**src/event_symbol_pkg.sv**
```systemverilog
// Constants, register map and types of the multicast event symbol block
package event_symbol_pkg;
   // ***********************************
   // Sizes
   // ***********************************
   localparam int          NUM_PORTS       = 4;
   localparam int          ADDR_W          = 8;

   // ***********************************
   // Register offsets
   // ***********************************
   localparam logic [7:0]  ADDR_CTRL       = 8'h00;
   localparam logic [7:0]  ADDR_INT_STATUS = 8'h04;
   localparam logic [7:0]  ADDR_INT_MASK   = 8'h08;
   localparam logic [7:0]  ADDR_GLOBAL     = 8'h0C;
   localparam logic [7:0]  ADDR_SEND       = 8'h10;
   localparam logic [7:0]  ADDR_STATE      = 8'h14;

   // ***********************************
   // Field positions and values
   // ***********************************
   localparam int          CTRL_FWD_LSB    = 0;
   localparam int          CTRL_SEL_LSB    = 4;
   localparam int          CTRL_DIR_LSB    = 8;
   localparam int          INT_ALL_BIT     = 31;
   localparam int          STATE_BUSY_BIT  = 0;
   localparam int          STATE_OUT_BIT   = 1;
   localparam int          STATE_IN_BIT    = 2;
   localparam logic [1:0]  DIR_OUTPUT      = 2'h2;
   localparam logic [1:0]  DIR_INPUT       = 2'h1;
   localparam logic [31:0] CTRL_RESET      = 32'h0000_0000;
   localparam logic [31:0] MASK_RESET      = 32'h0000_0000;
   localparam logic        PIN_IDLE_LEVEL  = 1'b1;
   localparam logic [1:0]  RESP_OKAY       = 2'h0;
   localparam logic [1:0]  RESP_SLVERR     = 2'h2;

   // ***********************************
   // Timing
   // ***********************************
   localparam int          CLOCK_PERIOD_NS = 40;
   localparam int          EVENT_GAP_NS    = 500;
   localparam int          EVENT_GAP_CYC   = (EVENT_GAP_NS + CLOCK_PERIOD_NS - 1)
                                             / CLOCK_PERIOD_NS;
   localparam int          GAP_CNT_W       = 4;

   // ***********************************
   // Types
   // ***********************************
   typedef enum logic [1:0] {
      WR_IDLE     = 2'b00,
      WR_WAIT_ENQ = 2'b01,
      WR_RESP     = 2'b10
   } wr_state_t;
endpackage

```
**src/event_pin_io.sv**
```systemverilog
// Event pin synchroniser, edge detector and toggle driver
`timescale 1ns/1ps
module event_pin_io (
   input  wire logic       i_clock,
   input  wire logic       i_rst_n,
   input  wire logic       i_pin_in,
   input  wire logic [1:0] i_dir,
   input  wire logic       i_toggle_req,
   output logic            o_pin_out,
   output logic            o_pin_oe,
   output logic            o_edge,
   output logic            o_level
);
   import event_symbol_pkg::*;

   logic                   sync1_q;
   logic                   sync2_q;
   logic                   sync3_q;
   logic                   level_q;
   logic                   pin_out_q;
   logic [GAP_CNT_W-1:0]   gap_q;

   // ***********************************
   // Input synchroniser
   // ***********************************
   always_ff @(posedge i_clock or negedge i_rst_n) begin
      if (!i_rst_n) begin
         sync1_q <= PIN_IDLE_LEVEL;
         sync2_q <= PIN_IDLE_LEVEL;
         sync3_q <= PIN_IDLE_LEVEL;
      end else begin
         sync1_q <= i_pin_in;
         sync2_q <= sync1_q;
         sync3_q <= sync2_q;
      end
   end

   always_ff @(posedge i_clock or negedge i_rst_n) begin
      if (!i_rst_n) begin
         level_q <= PIN_IDLE_LEVEL;
      end else if (sync2_q == sync3_q) begin
         level_q <= sync3_q;
      end
   end

   // One pulse per settled transition while in input mode
   assign o_edge  = (sync2_q == sync3_q) && (sync3_q != level_q)
                    && (i_dir == DIR_INPUT);
   assign o_level = level_q;

   // ***********************************
   // Toggle driver
   // ***********************************
   always_ff @(posedge i_clock or negedge i_rst_n) begin
      if (!i_rst_n) begin
         pin_out_q <= PIN_IDLE_LEVEL;
         gap_q     <= '0;
      end else if (i_toggle_req && (gap_q == '0) && (i_dir == DIR_OUTPUT)) begin
         pin_out_q <= ~pin_out_q;
         gap_q     <= GAP_CNT_W'(EVENT_GAP_CYC - 1);
      end else if (gap_q != '0) begin
         gap_q     <= gap_q - GAP_CNT_W'(1);
      end
   end

   assign o_pin_out = pin_out_q;
   assign o_pin_oe  = (i_dir == DIR_OUTPUT);
endmodule // event_pin_io

```
**src/event_symbol_forwarder.sv**
```systemverilog
// Event symbol forwarding, interrupts, event pin and register slave
//
// Notes on behaviour
// - A symbol received on one port is announced to every other port.
// - A notified port sends a symbol only if its forward enable bit is 1.
// - Each reception raises a port interrupt, masked by its select bit.
// - Per-port status bits kept; their OR shows in port and global status.
// - Writing 1 clears status for one port or for all ports.
// - In output mode the pin toggles per symbol, first symbol drives it low.
// - The interrupt select bits choose which ports toggle the pin.
// - The pin drives only when direction control equals binary 10.
// - A send write is answered once its symbol is queued.
// - Send writes are ignored while any symbol is pending or in flight.
// - JTAG and I2C may write the send register too.
// - In input mode each pin transition makes every enabled port send one.
// - Of symbols too close together one is forwarded, the rest dropped.
//
// Added by the designer: the AXI4-Lite slave port and the register offsets.
`timescale 1ns/1ps
module event_symbol_forwarder (
   input  wire logic                                  i_clock,
   input  wire logic                                  i_rst_n,
   // AXI4-Lite slave
   input  wire logic [event_symbol_pkg::ADDR_W-1:0]   i_awaddr,
   input  wire logic                                  i_awvalid,
   output logic                                       o_awready,
   input  wire logic [31:0]                           i_wdata,
   input  wire logic [3:0]                            i_wstrb,
   input  wire logic                                  i_wvalid,
   output logic                                       o_wready,
   output logic [1:0]                                 o_bresp,
   output logic                                       o_bvalid,
   input  wire logic                                  i_bready,
   input  wire logic [event_symbol_pkg::ADDR_W-1:0]   i_araddr,
   input  wire logic                                  i_arvalid,
   output logic                                       o_arready,
   output logic [31:0]                                o_rdata,
   output logic [1:0]                                 o_rresp,
   output logic                                       o_rvalid,
   input  wire logic                                  i_rready,
   // Send register side paths
   input  wire logic                                  i_jtag_send,
   input  wire logic                                  i_i2c_send,
   // Serial ports
   input  wire logic [event_symbol_pkg::NUM_PORTS-1:0] i_rx_event,
   output logic      [event_symbol_pkg::NUM_PORTS-1:0] o_tx_event_req,
   input  wire logic [event_symbol_pkg::NUM_PORTS-1:0] i_tx_event_enq,
   input  wire logic [event_symbol_pkg::NUM_PORTS-1:0] i_tx_event_done,
   // Event pin and interrupt
   input  wire logic                                  i_event_pin,
   output logic                                       o_event_pin,
   output logic                                       o_event_pin_oe,
   output logic                                       o_irq
);
   import event_symbol_pkg::*;

   // ***********************************
   // Helpers
   // ***********************************
   function automatic logic [31:0] strobe_mask(input logic [3:0] strb);
      strobe_mask = {{8{strb[3]}}, {8{strb[2]}}, {8{strb[1]}}, {8{strb[0]}}};
   endfunction

   function automatic logic [NUM_PORTS-1:0] lowest_one(input logic [NUM_PORTS-1:0] v);
      lowest_one = v & (~v + NUM_PORTS'(1));
   endfunction

   // ***********************************
   // Declarations
   // ***********************************
   wr_state_t              wr_state_q;
   logic                   aw_got_q;
   logic                   w_got_q;
   logic [ADDR_W-1:0]      awaddr_q;
   logic [31:0]            wdata_q;
   logic [3:0]             wstrb_q;
   logic [1:0]             bresp_q;
   logic                   rvalid_q;
   logic [31:0]            rdata_q;
   logic [1:0]             rresp_q;
   logic [31:0]            ctrl_q;
   logic [31:0]            mask_q;
   logic [NUM_PORTS-1:0]   status_q;
   logic                   do_write;
   logic [31:0]            wmask;
   logic                   wr_send;
   logic                   sw_launch;
   logic [NUM_PORTS-1:0]   fwd_en;
   logic [NUM_PORTS-1:0]   int_sel;
   logic [1:0]             pin_dir;
   logic                   status_any;
   logic                   rx_any;
   logic [NUM_PORTS-1:0]   rx_src;
   logic                   pin_edge;
   logic                   pin_level;
   logic                   launch;
   logic [NUM_PORTS-1:0]   launch_mask;
   logic                   tx_queued;
   logic                   tx_busy;

   assign fwd_en     = ctrl_q[CTRL_FWD_LSB +: NUM_PORTS];
   assign int_sel    = ctrl_q[CTRL_SEL_LSB +: NUM_PORTS];
   assign pin_dir    = ctrl_q[CTRL_DIR_LSB +: 2];
   assign status_any = |status_q;

   // ***********************************
   // Write channel
   // ***********************************
   assign o_awready = !aw_got_q && (wr_state_q == WR_IDLE);
   assign o_wready  = !w_got_q && (wr_state_q == WR_IDLE);
   assign o_bvalid  = (wr_state_q == WR_RESP);
   assign o_bresp   = bresp_q;
   assign do_write  = (wr_state_q == WR_IDLE) && aw_got_q && w_got_q;
   assign wmask     = strobe_mask(wstrb_q);
   assign wr_send   = do_write && (awaddr_q == ADDR_SEND) && (wstrb_q != 4'h0);

   always_ff @(posedge i_clock or negedge i_rst_n) begin
      if (!i_rst_n) begin
         aw_got_q <= 1'b0;
         awaddr_q <= '0;
      end else if (i_awvalid && o_awready) begin
         aw_got_q <= 1'b1;
         awaddr_q <= i_awaddr;
      end else if (do_write) begin
         aw_got_q <= 1'b0;
      end
   end

   always_ff @(posedge i_clock or negedge i_rst_n) begin
      if (!i_rst_n) begin
         w_got_q <= 1'b0;
         wdata_q <= '0;
         wstrb_q <= '0;
      end else if (i_wvalid && o_wready) begin
         w_got_q <= 1'b1;
         wdata_q <= i_wdata;
         wstrb_q <= i_wstrb;
      end else if (do_write) begin
         w_got_q <= 1'b0;
      end
   end

   always_ff @(posedge i_clock or negedge i_rst_n) begin
      if (!i_rst_n) begin
         wr_state_q <= WR_IDLE;
         bresp_q    <= RESP_OKAY;
      end else begin
         unique case (wr_state_q)
            WR_IDLE: begin
               if (do_write) begin
                  bresp_q    <= (awaddr_q > ADDR_STATE || awaddr_q[1:0] != 2'h0)
                                ? RESP_SLVERR : RESP_OKAY;
                  wr_state_q <= (wr_send && sw_launch) ? WR_WAIT_ENQ : WR_RESP;
               end
            end
            WR_WAIT_ENQ: begin
               if (tx_queued) begin
                  wr_state_q <= WR_RESP;
               end
            end
            WR_RESP: begin
               if (i_bready) begin
                  wr_state_q <= WR_IDLE;
               end
            end
            default: begin
               wr_state_q <= WR_IDLE;
            end
         endcase
      end
   end

   // ***********************************
   // Registers
   // ***********************************
   always_ff @(posedge i_clock or negedge i_rst_n) begin
      if (!i_rst_n) begin
         ctrl_q <= CTRL_RESET;
      end else if (do_write && awaddr_q == ADDR_CTRL) begin
         ctrl_q <= (ctrl_q & ~wmask) | (wdata_q & wmask);
      end
   end

   always_ff @(posedge i_clock or negedge i_rst_n) begin
      if (!i_rst_n) begin
         mask_q <= MASK_RESET;
      end else if (do_write && awaddr_q == ADDR_INT_MASK) begin
         mask_q <= (mask_q & ~wmask) | (wdata_q & wmask);
      end
   end

   // Sticky status, set wins over clear
   always_ff @(posedge i_clock or negedge i_rst_n) begin
      if (!i_rst_n) begin
         status_q <= '0;
      end else if (do_write && awaddr_q == ADDR_INT_STATUS) begin
         if (wdata_q[INT_ALL_BIT] && wmask[INT_ALL_BIT]) begin
            status_q <= i_rx_event;
         end else begin
            status_q <= (status_q & ~(wdata_q[NUM_PORTS-1:0] & wmask[NUM_PORTS-1:0]))
                        | i_rx_event;
         end
      end else begin
         status_q <= status_q | i_rx_event;
      end
   end

   assign o_irq = |(status_q & mask_q[NUM_PORTS-1:0] & ~int_sel);

   // ***********************************
   // Read channel
   // ***********************************
   assign o_arready = !rvalid_q;
   assign o_rvalid  = rvalid_q;
   assign o_rdata   = rdata_q;
   assign o_rresp   = rresp_q;

   always_ff @(posedge i_clock or negedge i_rst_n) begin
      if (!i_rst_n) begin
         rvalid_q <= 1'b0;
         rdata_q  <= '0;
         rresp_q  <= RESP_OKAY;
      end else if (i_arvalid && o_arready) begin
         rvalid_q <= 1'b1;
         rresp_q  <= RESP_OKAY;
         rdata_q  <= '0;
         unique case (i_araddr)
            ADDR_CTRL:       rdata_q <= ctrl_q;
            ADDR_INT_STATUS: begin
               rdata_q[NUM_PORTS-1:0] <= status_q;
               rdata_q[INT_ALL_BIT]   <= status_any;
            end
            ADDR_INT_MASK:   rdata_q <= mask_q;
            ADDR_GLOBAL:     rdata_q[0] <= status_any;
            ADDR_SEND:       rdata_q[STATE_BUSY_BIT] <= tx_busy;
            ADDR_STATE: begin
               rdata_q[STATE_BUSY_BIT] <= tx_busy;
               rdata_q[STATE_OUT_BIT]  <= o_event_pin;
               rdata_q[STATE_IN_BIT]   <= pin_level;
            end
            default:         rresp_q <= RESP_SLVERR;
         endcase
      end else if (i_rready) begin
         rvalid_q <= 1'b0;
      end
   end

   // ***********************************
   // Symbol launch
   // ***********************************
   assign rx_any    = |i_rx_event;
   assign rx_src    = lowest_one(i_rx_event);
   assign sw_launch = (wr_send || i_jtag_send || i_i2c_send) && !tx_busy
                      && !rx_any && !pin_edge;
   assign launch    = rx_any || pin_edge || sw_launch;

   always_comb begin
      if (rx_any) begin
         launch_mask = fwd_en & ~rx_src;
      end else begin
         launch_mask = fwd_en;
      end
   end

   event_tx_tracker u_tracker (
      .i_clock   (i_clock),
      .i_rst_n   (i_rst_n),
      .i_launch  (launch),
      .i_mask    (launch_mask),
      .i_tx_enq  (i_tx_event_enq),
      .i_tx_done (i_tx_event_done),
      .o_tx_req  (o_tx_event_req),
      .o_queued  (tx_queued),
      .o_busy    (tx_busy)
   );

   // ***********************************
   // Event pin
   // ***********************************
   event_pin_io u_pin (
      .i_clock      (i_clock),
      .i_rst_n      (i_rst_n),
      .i_pin_in     (i_event_pin),
      .i_dir        (pin_dir),
      .i_toggle_req (|(i_rx_event & int_sel)),
      .o_pin_out    (o_event_pin),
      .o_pin_oe     (o_event_pin_oe),
      .o_edge       (pin_edge),
      .o_level      (pin_level)
   );
endmodule // event_symbol_forwarder

```
**src/event_tx_tracker.sv**
```systemverilog
// Per-port transmit request and in-flight tracking
`timescale 1ns/1ps
module event_tx_tracker (
   input  wire logic                                  i_clock,
   input  wire logic                                  i_rst_n,
   input  wire logic                                  i_launch,
   input  wire logic [event_symbol_pkg::NUM_PORTS-1:0] i_mask,
   input  wire logic [event_symbol_pkg::NUM_PORTS-1:0] i_tx_enq,
   input  wire logic [event_symbol_pkg::NUM_PORTS-1:0] i_tx_done,
   output logic      [event_symbol_pkg::NUM_PORTS-1:0] o_tx_req,
   output logic                                       o_queued,
   output logic                                       o_busy
);
   import event_symbol_pkg::*;

   logic [NUM_PORTS-1:0]   pend_q;
   logic [NUM_PORTS-1:0]   flight_q;

   // ***********************************
   // Pending and in-flight masks
   // ***********************************
   always_ff @(posedge i_clock or negedge i_rst_n) begin
      if (!i_rst_n) begin
         pend_q <= '0;
      end else if (i_launch && !o_busy) begin
         pend_q <= i_mask;
      end else begin
         pend_q <= pend_q & ~i_tx_enq;
      end
   end

   always_ff @(posedge i_clock or negedge i_rst_n) begin
      if (!i_rst_n) begin
         flight_q <= '0;
      end else begin
         flight_q <= (flight_q & ~i_tx_done) | (pend_q & i_tx_enq);
      end
   end

   assign o_tx_req = pend_q;
   assign o_queued = (pend_q == '0);
   assign o_busy   = (pend_q != '0) || (flight_q != '0);
endmodule // event_tx_tracker

```
**config.mk**
```make
export PLATFORM = sky130hd
export DESIGN_NAME = event_symbol_forwarder
export DESIGN_NICKNAME = d
export VERILOG_FILES = /design/src/event_symbol_pkg.sv /design/src/event_pin_io.sv /design/src/event_symbol_forwarder.sv /design/src/event_tx_tracker.sv
export SDC_FILE = /design/constraint.sdc
export NUM_CORES = 1
export LEC_CHECK = 0
export ABC_CLOCK_PERIOD_IN_PS = 2200
export BUFFER_PORTS_ARGS = -buffer_cell sky130_fd_sc_hd__buf_4
export CAP_MARGIN = 20
export CORE_ASPECT_RATIO = 0.8
export CORE_MARGIN = 2
export CORE_UTILIZATION = 45
export CTS_CLUSTER_DIAMETER = 50
export DETAILED_ROUTE_END_ITERATION = 10
export HOLD_SLACK_MARGIN = 0.03
export PLACE_DENSITY = 0.69
export SLEW_MARGIN = 20
export SYNTH_ARGS = -nofsm -noshare
export SYNTH_HDL_FRONTEND = slang
export SYNTH_SLANG_ARGS = --single-unit
export TNS_END_PERCENT = 30
```
**constraint.sdc**
```tcl
create_clock -name i_clock -period 2.2 [get_ports i_clock]
set_clock_uncertainty 0.05 [all_clocks]
set_input_delay 0.33 -clock i_clock [delete_from_list [all_inputs] [get_ports i_clock]]
set_output_delay 0.33 -clock i_clock [all_outputs]
set_load 0.05 [all_outputs]
```
======== Word level (Yosys, flattened, before mapping) ========
Cells that the tools add are included.
storage, ports and cells
  register bits after elaboration ......... 170
  logic and storage cells ................. 146
cells by class
  add/subtract/negate cells ............... 2
  $lt $le $gt $ge ......................... 1
  equality and inequality tests ........... 17
  mux-type cells .......................... 23
  bitwise operators ....................... 26
  reductions and logical operators ........ 56
operators with widths
  operator                                                              number
  32-bit AND                                                            3
  32-bit bitwise OR                                                     2
  27-bit case mux with 2 select lines                                   1
  4-bit AND                                                             10
  32-bit inverter                                                       1
  8-bit by 4-bit == test with 1-bit output, second input constant       3
  8-bit by 5-bit == test with 1-bit output, second input constant       3
  4-bit 2-to-1 mux                                                      6
  4-bit inverter                                                        6
  1-bit logical AND                                                     22
  8-bit by 3-bit == test with 1-bit output, second input constant       2
  8-bit logical NOT                                                     2
  4-bit nonzero test                                                    4
  4-bit OR reduction                                                    4
  2-bit 2-to-1 mux                                                      6
  4-bit bitwise OR                                                      3
  2-bit nonzero test                                                    5
  8-bit by 5-bit > comparator with 1-bit output, second input constant  1
  4-bit logical NOT                                                     2
  2-bit case mux with 4 select lines                                    1
  1-bit logical NOT                                                     6
  1-bit logical OR                                                      6
  1-bit case mux with 3 select lines                                    2
  2-bit case mux with 3 select lines                                    1
  other kinds (16)                                                      23

======== Depth between registers and ports, before layout ========
  depth after elaboration ................. 14
  mapped depth ............................ 6

======== By module ========
A second synthesis with hierarchy kept.
unflattened totals
  cells, all modules ...................... 550
  area, all modules ....................... 7094.3 um^2
by module, submodules not included
  module                  instances  cells an instance  area an instance (um^2)  sequential area each (um^2)
  event_symbol_forwarder  1          478                6327.3                   3778.6
  event_pin_io            1          35                 421.7                    231.5
  event_tx_tracker        1          37                 345.3                    200.2

======== Worst setup path before layout ========
No wires, ideal clock.
  path kind ............................... reg-to-reg
  from .................................... register wr_state_q[0]
  to ...................................... register awaddr_q[0]
  library setup time ...................... 0.125 ns
  data arrival time ....................... 2.460 ns
  data required time ...................... 2.025 ns
  slack ................................... -0.435 ns
  cell stages (with the launch flop) ...... 5
  path buffers ............................ 1
  period minus slack after synthesis ...... 2.635 ns
  cell sequence ........................... dfrtp_1 > nor3_1 > and2_1 > clkbuf_1 > mux2_2
between the ends
  longest elaborated chain between the ends .. 3
RTL lines
  what                    line                           text
  from (decl)             event_symbol_forwarder.sv:71   wr_state_t wr_state_q;
  from (signal assigned)  event_symbol_forwarder.sv:153  wr_state_q <= (wr_send && sw_launch) ? WR_WAIT_ENQ : WR_RESP;
  2-bit logical NOT       event_symbol_forwarder.sv:109  assign o_awready = !aw_got_q && (wr_state_q == WR_IDLE);
  1-bit logical AND       event_symbol_forwarder.sv:109
  via o_awready           event_symbol_forwarder.sv:26   output logic o_awready,
  1-bit logical AND       event_symbol_forwarder.sv:121  end else if (i_awvalid && o_awready) begin
  to (signal assigned)    event_symbol_forwarder.sv:123  awaddr_q <= i_awaddr;
  to (decl)               event_symbol_forwarder.sv:74   logic [ADDR_W-1:0] awaddr_q;
The timed path passes the listed nets, and every way through them passes these cells.
A chain may end at the register's enable or synchronous reset.

==> metrics <==
Overflow after GRT=0; max_cap viols=0; Yosys top cell by area=dfrtp_1; most common cell after layout, fill and taps aside=dfrtp_1; R2R depth=5; failing checks=negative setup slack; num rows=40; die height=116 um; Area Overhead vs Synth=29.5%; met1 WL=roughly 7.5 mm; Final Cycle Share=101%; Synth Area in Adders=0.498%; worst setup path class=register to register; worst path bufs/invs=1; final setup fails=34; total track usage=20.4%; filler cell count=~1200; via count=approximately 4800; initial antenna violation count=0; port bufs=119; DRT Pass-1 Iters=4; Crit path max-delay family=simple AND/OR/NAND/NOR gates; Startpoint Class=register; Setup TNS Final=-527 ps; slowest CP cell=or4_4; worst vdd ir=about 0.87 mV; Primary FF master, synth=dfrtp_1; Die W=144 um; r2r startpoint=awaddr_q[1]$_DFFE_PN0P_; Yosys top cell area share=roughly 58%; number of nets with antenna violations after routing=0; Combinational Power Share=approximately 22%; pwr dens=roughly 1100 nW/um^2; gpl congestion=0.822; min-delay src=i_tx_event_enq[3]; top post-synthesis cells by area=dfrtp_1 58%, mux2_2 18%, mux2i_1 4.6%; detailed-route vias per instance=~5.2; Die ar.=about 17000 um^2; Critical Path Sink Type=register; Routed WL=approximately 16 mm; CTS tree=yes; largest net degree at the start of global routing=75; RSZ-0062 raised after global routing=yes; antenna fix cells=0; vias in the first global route=around 4800; worst hold margin=roughly 49 ps; Initial Util=a little under half; Mapped Area=just over 7000 um^2; delay of the slowest critical-path stage=about 570 ps; Final min period=~2200 ps; Hold Crit Class=input port to register; number of synthesized register bits=between 150 and 200; Synth cell types=48; net switching power=between 2 and 3 mW; Place WS=-47.4 ps; Worst EP required=2450 ps; met3 WL=around 760 um; Async SR Flop Fraction=100%; syn avg cell area=about 13 um^2; Post-Synth XOR/XNOR Area=0.249%; first-pass GRT wire length=~26 mm; fmax=~450 MHz; CTS root buf=clkbuf_16; Nets=762; final worst slack=-26.8 ps; post-DP HPWL=between 10 and 15 mm; Worst Hold Path EP=u_tracker.o_tx_req[3]$_DFF_PN0_; final hold violation count=0; Sw Ratio=between 20% and 30%; worst hold path depth=2; area of the core=around 15000 um^2; CTS buffer count=17; met2 wire len=7.62 mm; Clock Tree Buf Depth=2; most frequent cells in the layout=163 x dfrtp_1, 131 x buf_4, 110 x mux2_2; combinational family with the most area after synthesis=multiplexers; Top Layer Used=met4; EDFF count, synth=0; mux cell area share after synthesis=between 20% and 30%; 1st-iter DRT viols=about 250; Worst-path clk slew=around 70 ps; worst-skew pair later-pin latency=~420 ps; Compound-Gate Fraction of Synth Area=~6.5%; Clock power frac=about a third; crit path DAT=around 2500 ps; worst slew margin relative to its limit=between 60% and 70%; Slew @ Worst Pin=roughly 550 ps; IO Pins=~120; Mapped Cells=between 500 and 600; DRC Markers=0; critical path fanouts, max=8; fin. max-slew vios=0; Reg power frac=a little over two fifths; Int Power=around 7.3 mW; layout cells sized above 1=roughly 43%; Seq/Total Area, Yosys=about 60%; Worst R2R Setup Slack=-30 ps; status=finished, violations left; simple-gate area share of the yosys netlist=~8.8%; clk sink count=168; WL per Instance=between 15 and 20 um; Synth warnings=0; Lkg Pwr=approximately 4.3 nW; worst path cell trace=or4_4, nor4_4, buf_12, nand3_2, mux2_2; total setup buffers inserted after CTS=0; CTS HTree Levels=4
==> what timing repair did <==
| action | in CTS | in global routing |
|---|---|---|
| resized for setup | 2 | 2 |
| setup endpoints to repair | 55 | 54 |
| endpoints found under the hold margin | 37 | 0 |
| hold buffers | 7 | 0 |
==> metal layers <==
metal	vias up	global-route usage (%)
li1	2222	-
met1	2390	28.4
met2	129	32.0
met3	19	5.45
met4	0	5.62
met5	-	0
==> how the worst max path moves through the flow <==
| stage | start | to | slack (ps) | depth (start not counted) |
|---|---|---|---|---|
| after floorplan | wr_state_q[0]$_DFFE_PN0P_ | register | -70 | 5 |
| after global placement | awaddr_q[1]$_DFFE_PN0P_ | register | -8 | 5 |
| after detailed placement | awaddr_q[1]$_DFFE_PN0P_ | register | -50 | 5 |
| after CTS | awaddr_q[1]$_DFFE_PN0P_ | register | -40 | 5 |
| after global routing | awaddr_q[0]$_DFFE_PN0P_ | register | -110 | 5 |
| final | awaddr_q[1]$_DFFE_PN0P_ | register | -30 | 5 |
==> power groups by stage <==
| stage | sequential [mW] | combinational, mW | clock, mW |
|---|---|---|---|
| 3_5_place_dp | 4.47 | 2.29 | 0 |
| 2_1_floorplan | 4.34 | 1.47 | 0 |
| 4_1_cts | 4.43 | 2.31 | 3.58 |
| 5_1_grt | 4.54 | 2.50 | 3.73 |
| 6_report | 4.44 | 2.30 | 3.53 |
| 3_3_place_gp | 4.41 | 2.19 | 0 |
==> kinds of logic after synthesis <==
| family | Yosys count |
|---|---|
| other | 1 |
| AND/OR/NAND/NOR | 113 |
| adder cells (fa/ha/maj) | 3 |
| multiplexers | 142 |
| XOR/XNOR | 2 |
| buffers and inverters | 35 |
| AO/OA/AOI/OAI | 79 |
| flip-flops | 168 |
==> worst reg2reg max path: stages, from the launching register on <==
cell and delay [ps]:
dfrtp_1 370, or4_4 570, nor4_4 340, buf_12 180
nand3_2 240, mux2_2 360
==> through the flow <==
| step | area, um^2 | cells | utilization [%] | power [mW] |
|---|---|---|---|---|
| 6_report | 9110 | 909 | 60.1 | 10.3 |
| 5_1_grt | 9110 | 909 | 60.1 | 10.8 |
| 4_1_cts | 9110 | 909 | 60.1 | 10.3 |
| 3_5_place_dp | 8310 | 870 | 54.8 | 6.76 |
| 3_3_place_gp | 8310 | 870 | 54.8 | 6.60 |
| 2_1_floorplan | 7050 | 544 | - | 5.82 |
==> synthesized netlist by cell type, types with 2 or more instances <==
cell	number
a211oi_1	2
a31oi_1	2
o221ai_1	2
nand2_1	51
nor2b_1	4
and2_1	4
buf_1	3
inv_1	15
or3b_2	2
a21oi_1	13
a21o_1	2
a22o_1	2
o32ai_1	3
mux2_2	110
dfstp_2	5
nand4b_1	2
or4_2	2
nand3_1	4
nor3_1	7
nor2_1	10
nand3_2	8
nand2b_1	4
nand3b_1	2
mux2i_1	32
dfrtp_1	163
clkbuf_1	15
nor4_1	3
a22oi_1	2
buf_4	2
or4_1	3
o21ai_0	45
o2bb2ai_1	2
ha_1	2
==> final cells by class <==
class                      instances  area (um^2)  share of cell area [%]
sequential                       168         4210                    46.2
multi-input combinational        341         2730                    29.9
timing repair buffer             143         1140                    12.6
clock buffer                      20          467                    5.12
tap                              210          263                    2.88
clock inverter                    12          244                    2.68
inverter                          15         56.3                   0.618
Power figures use the tool's default switching activity.
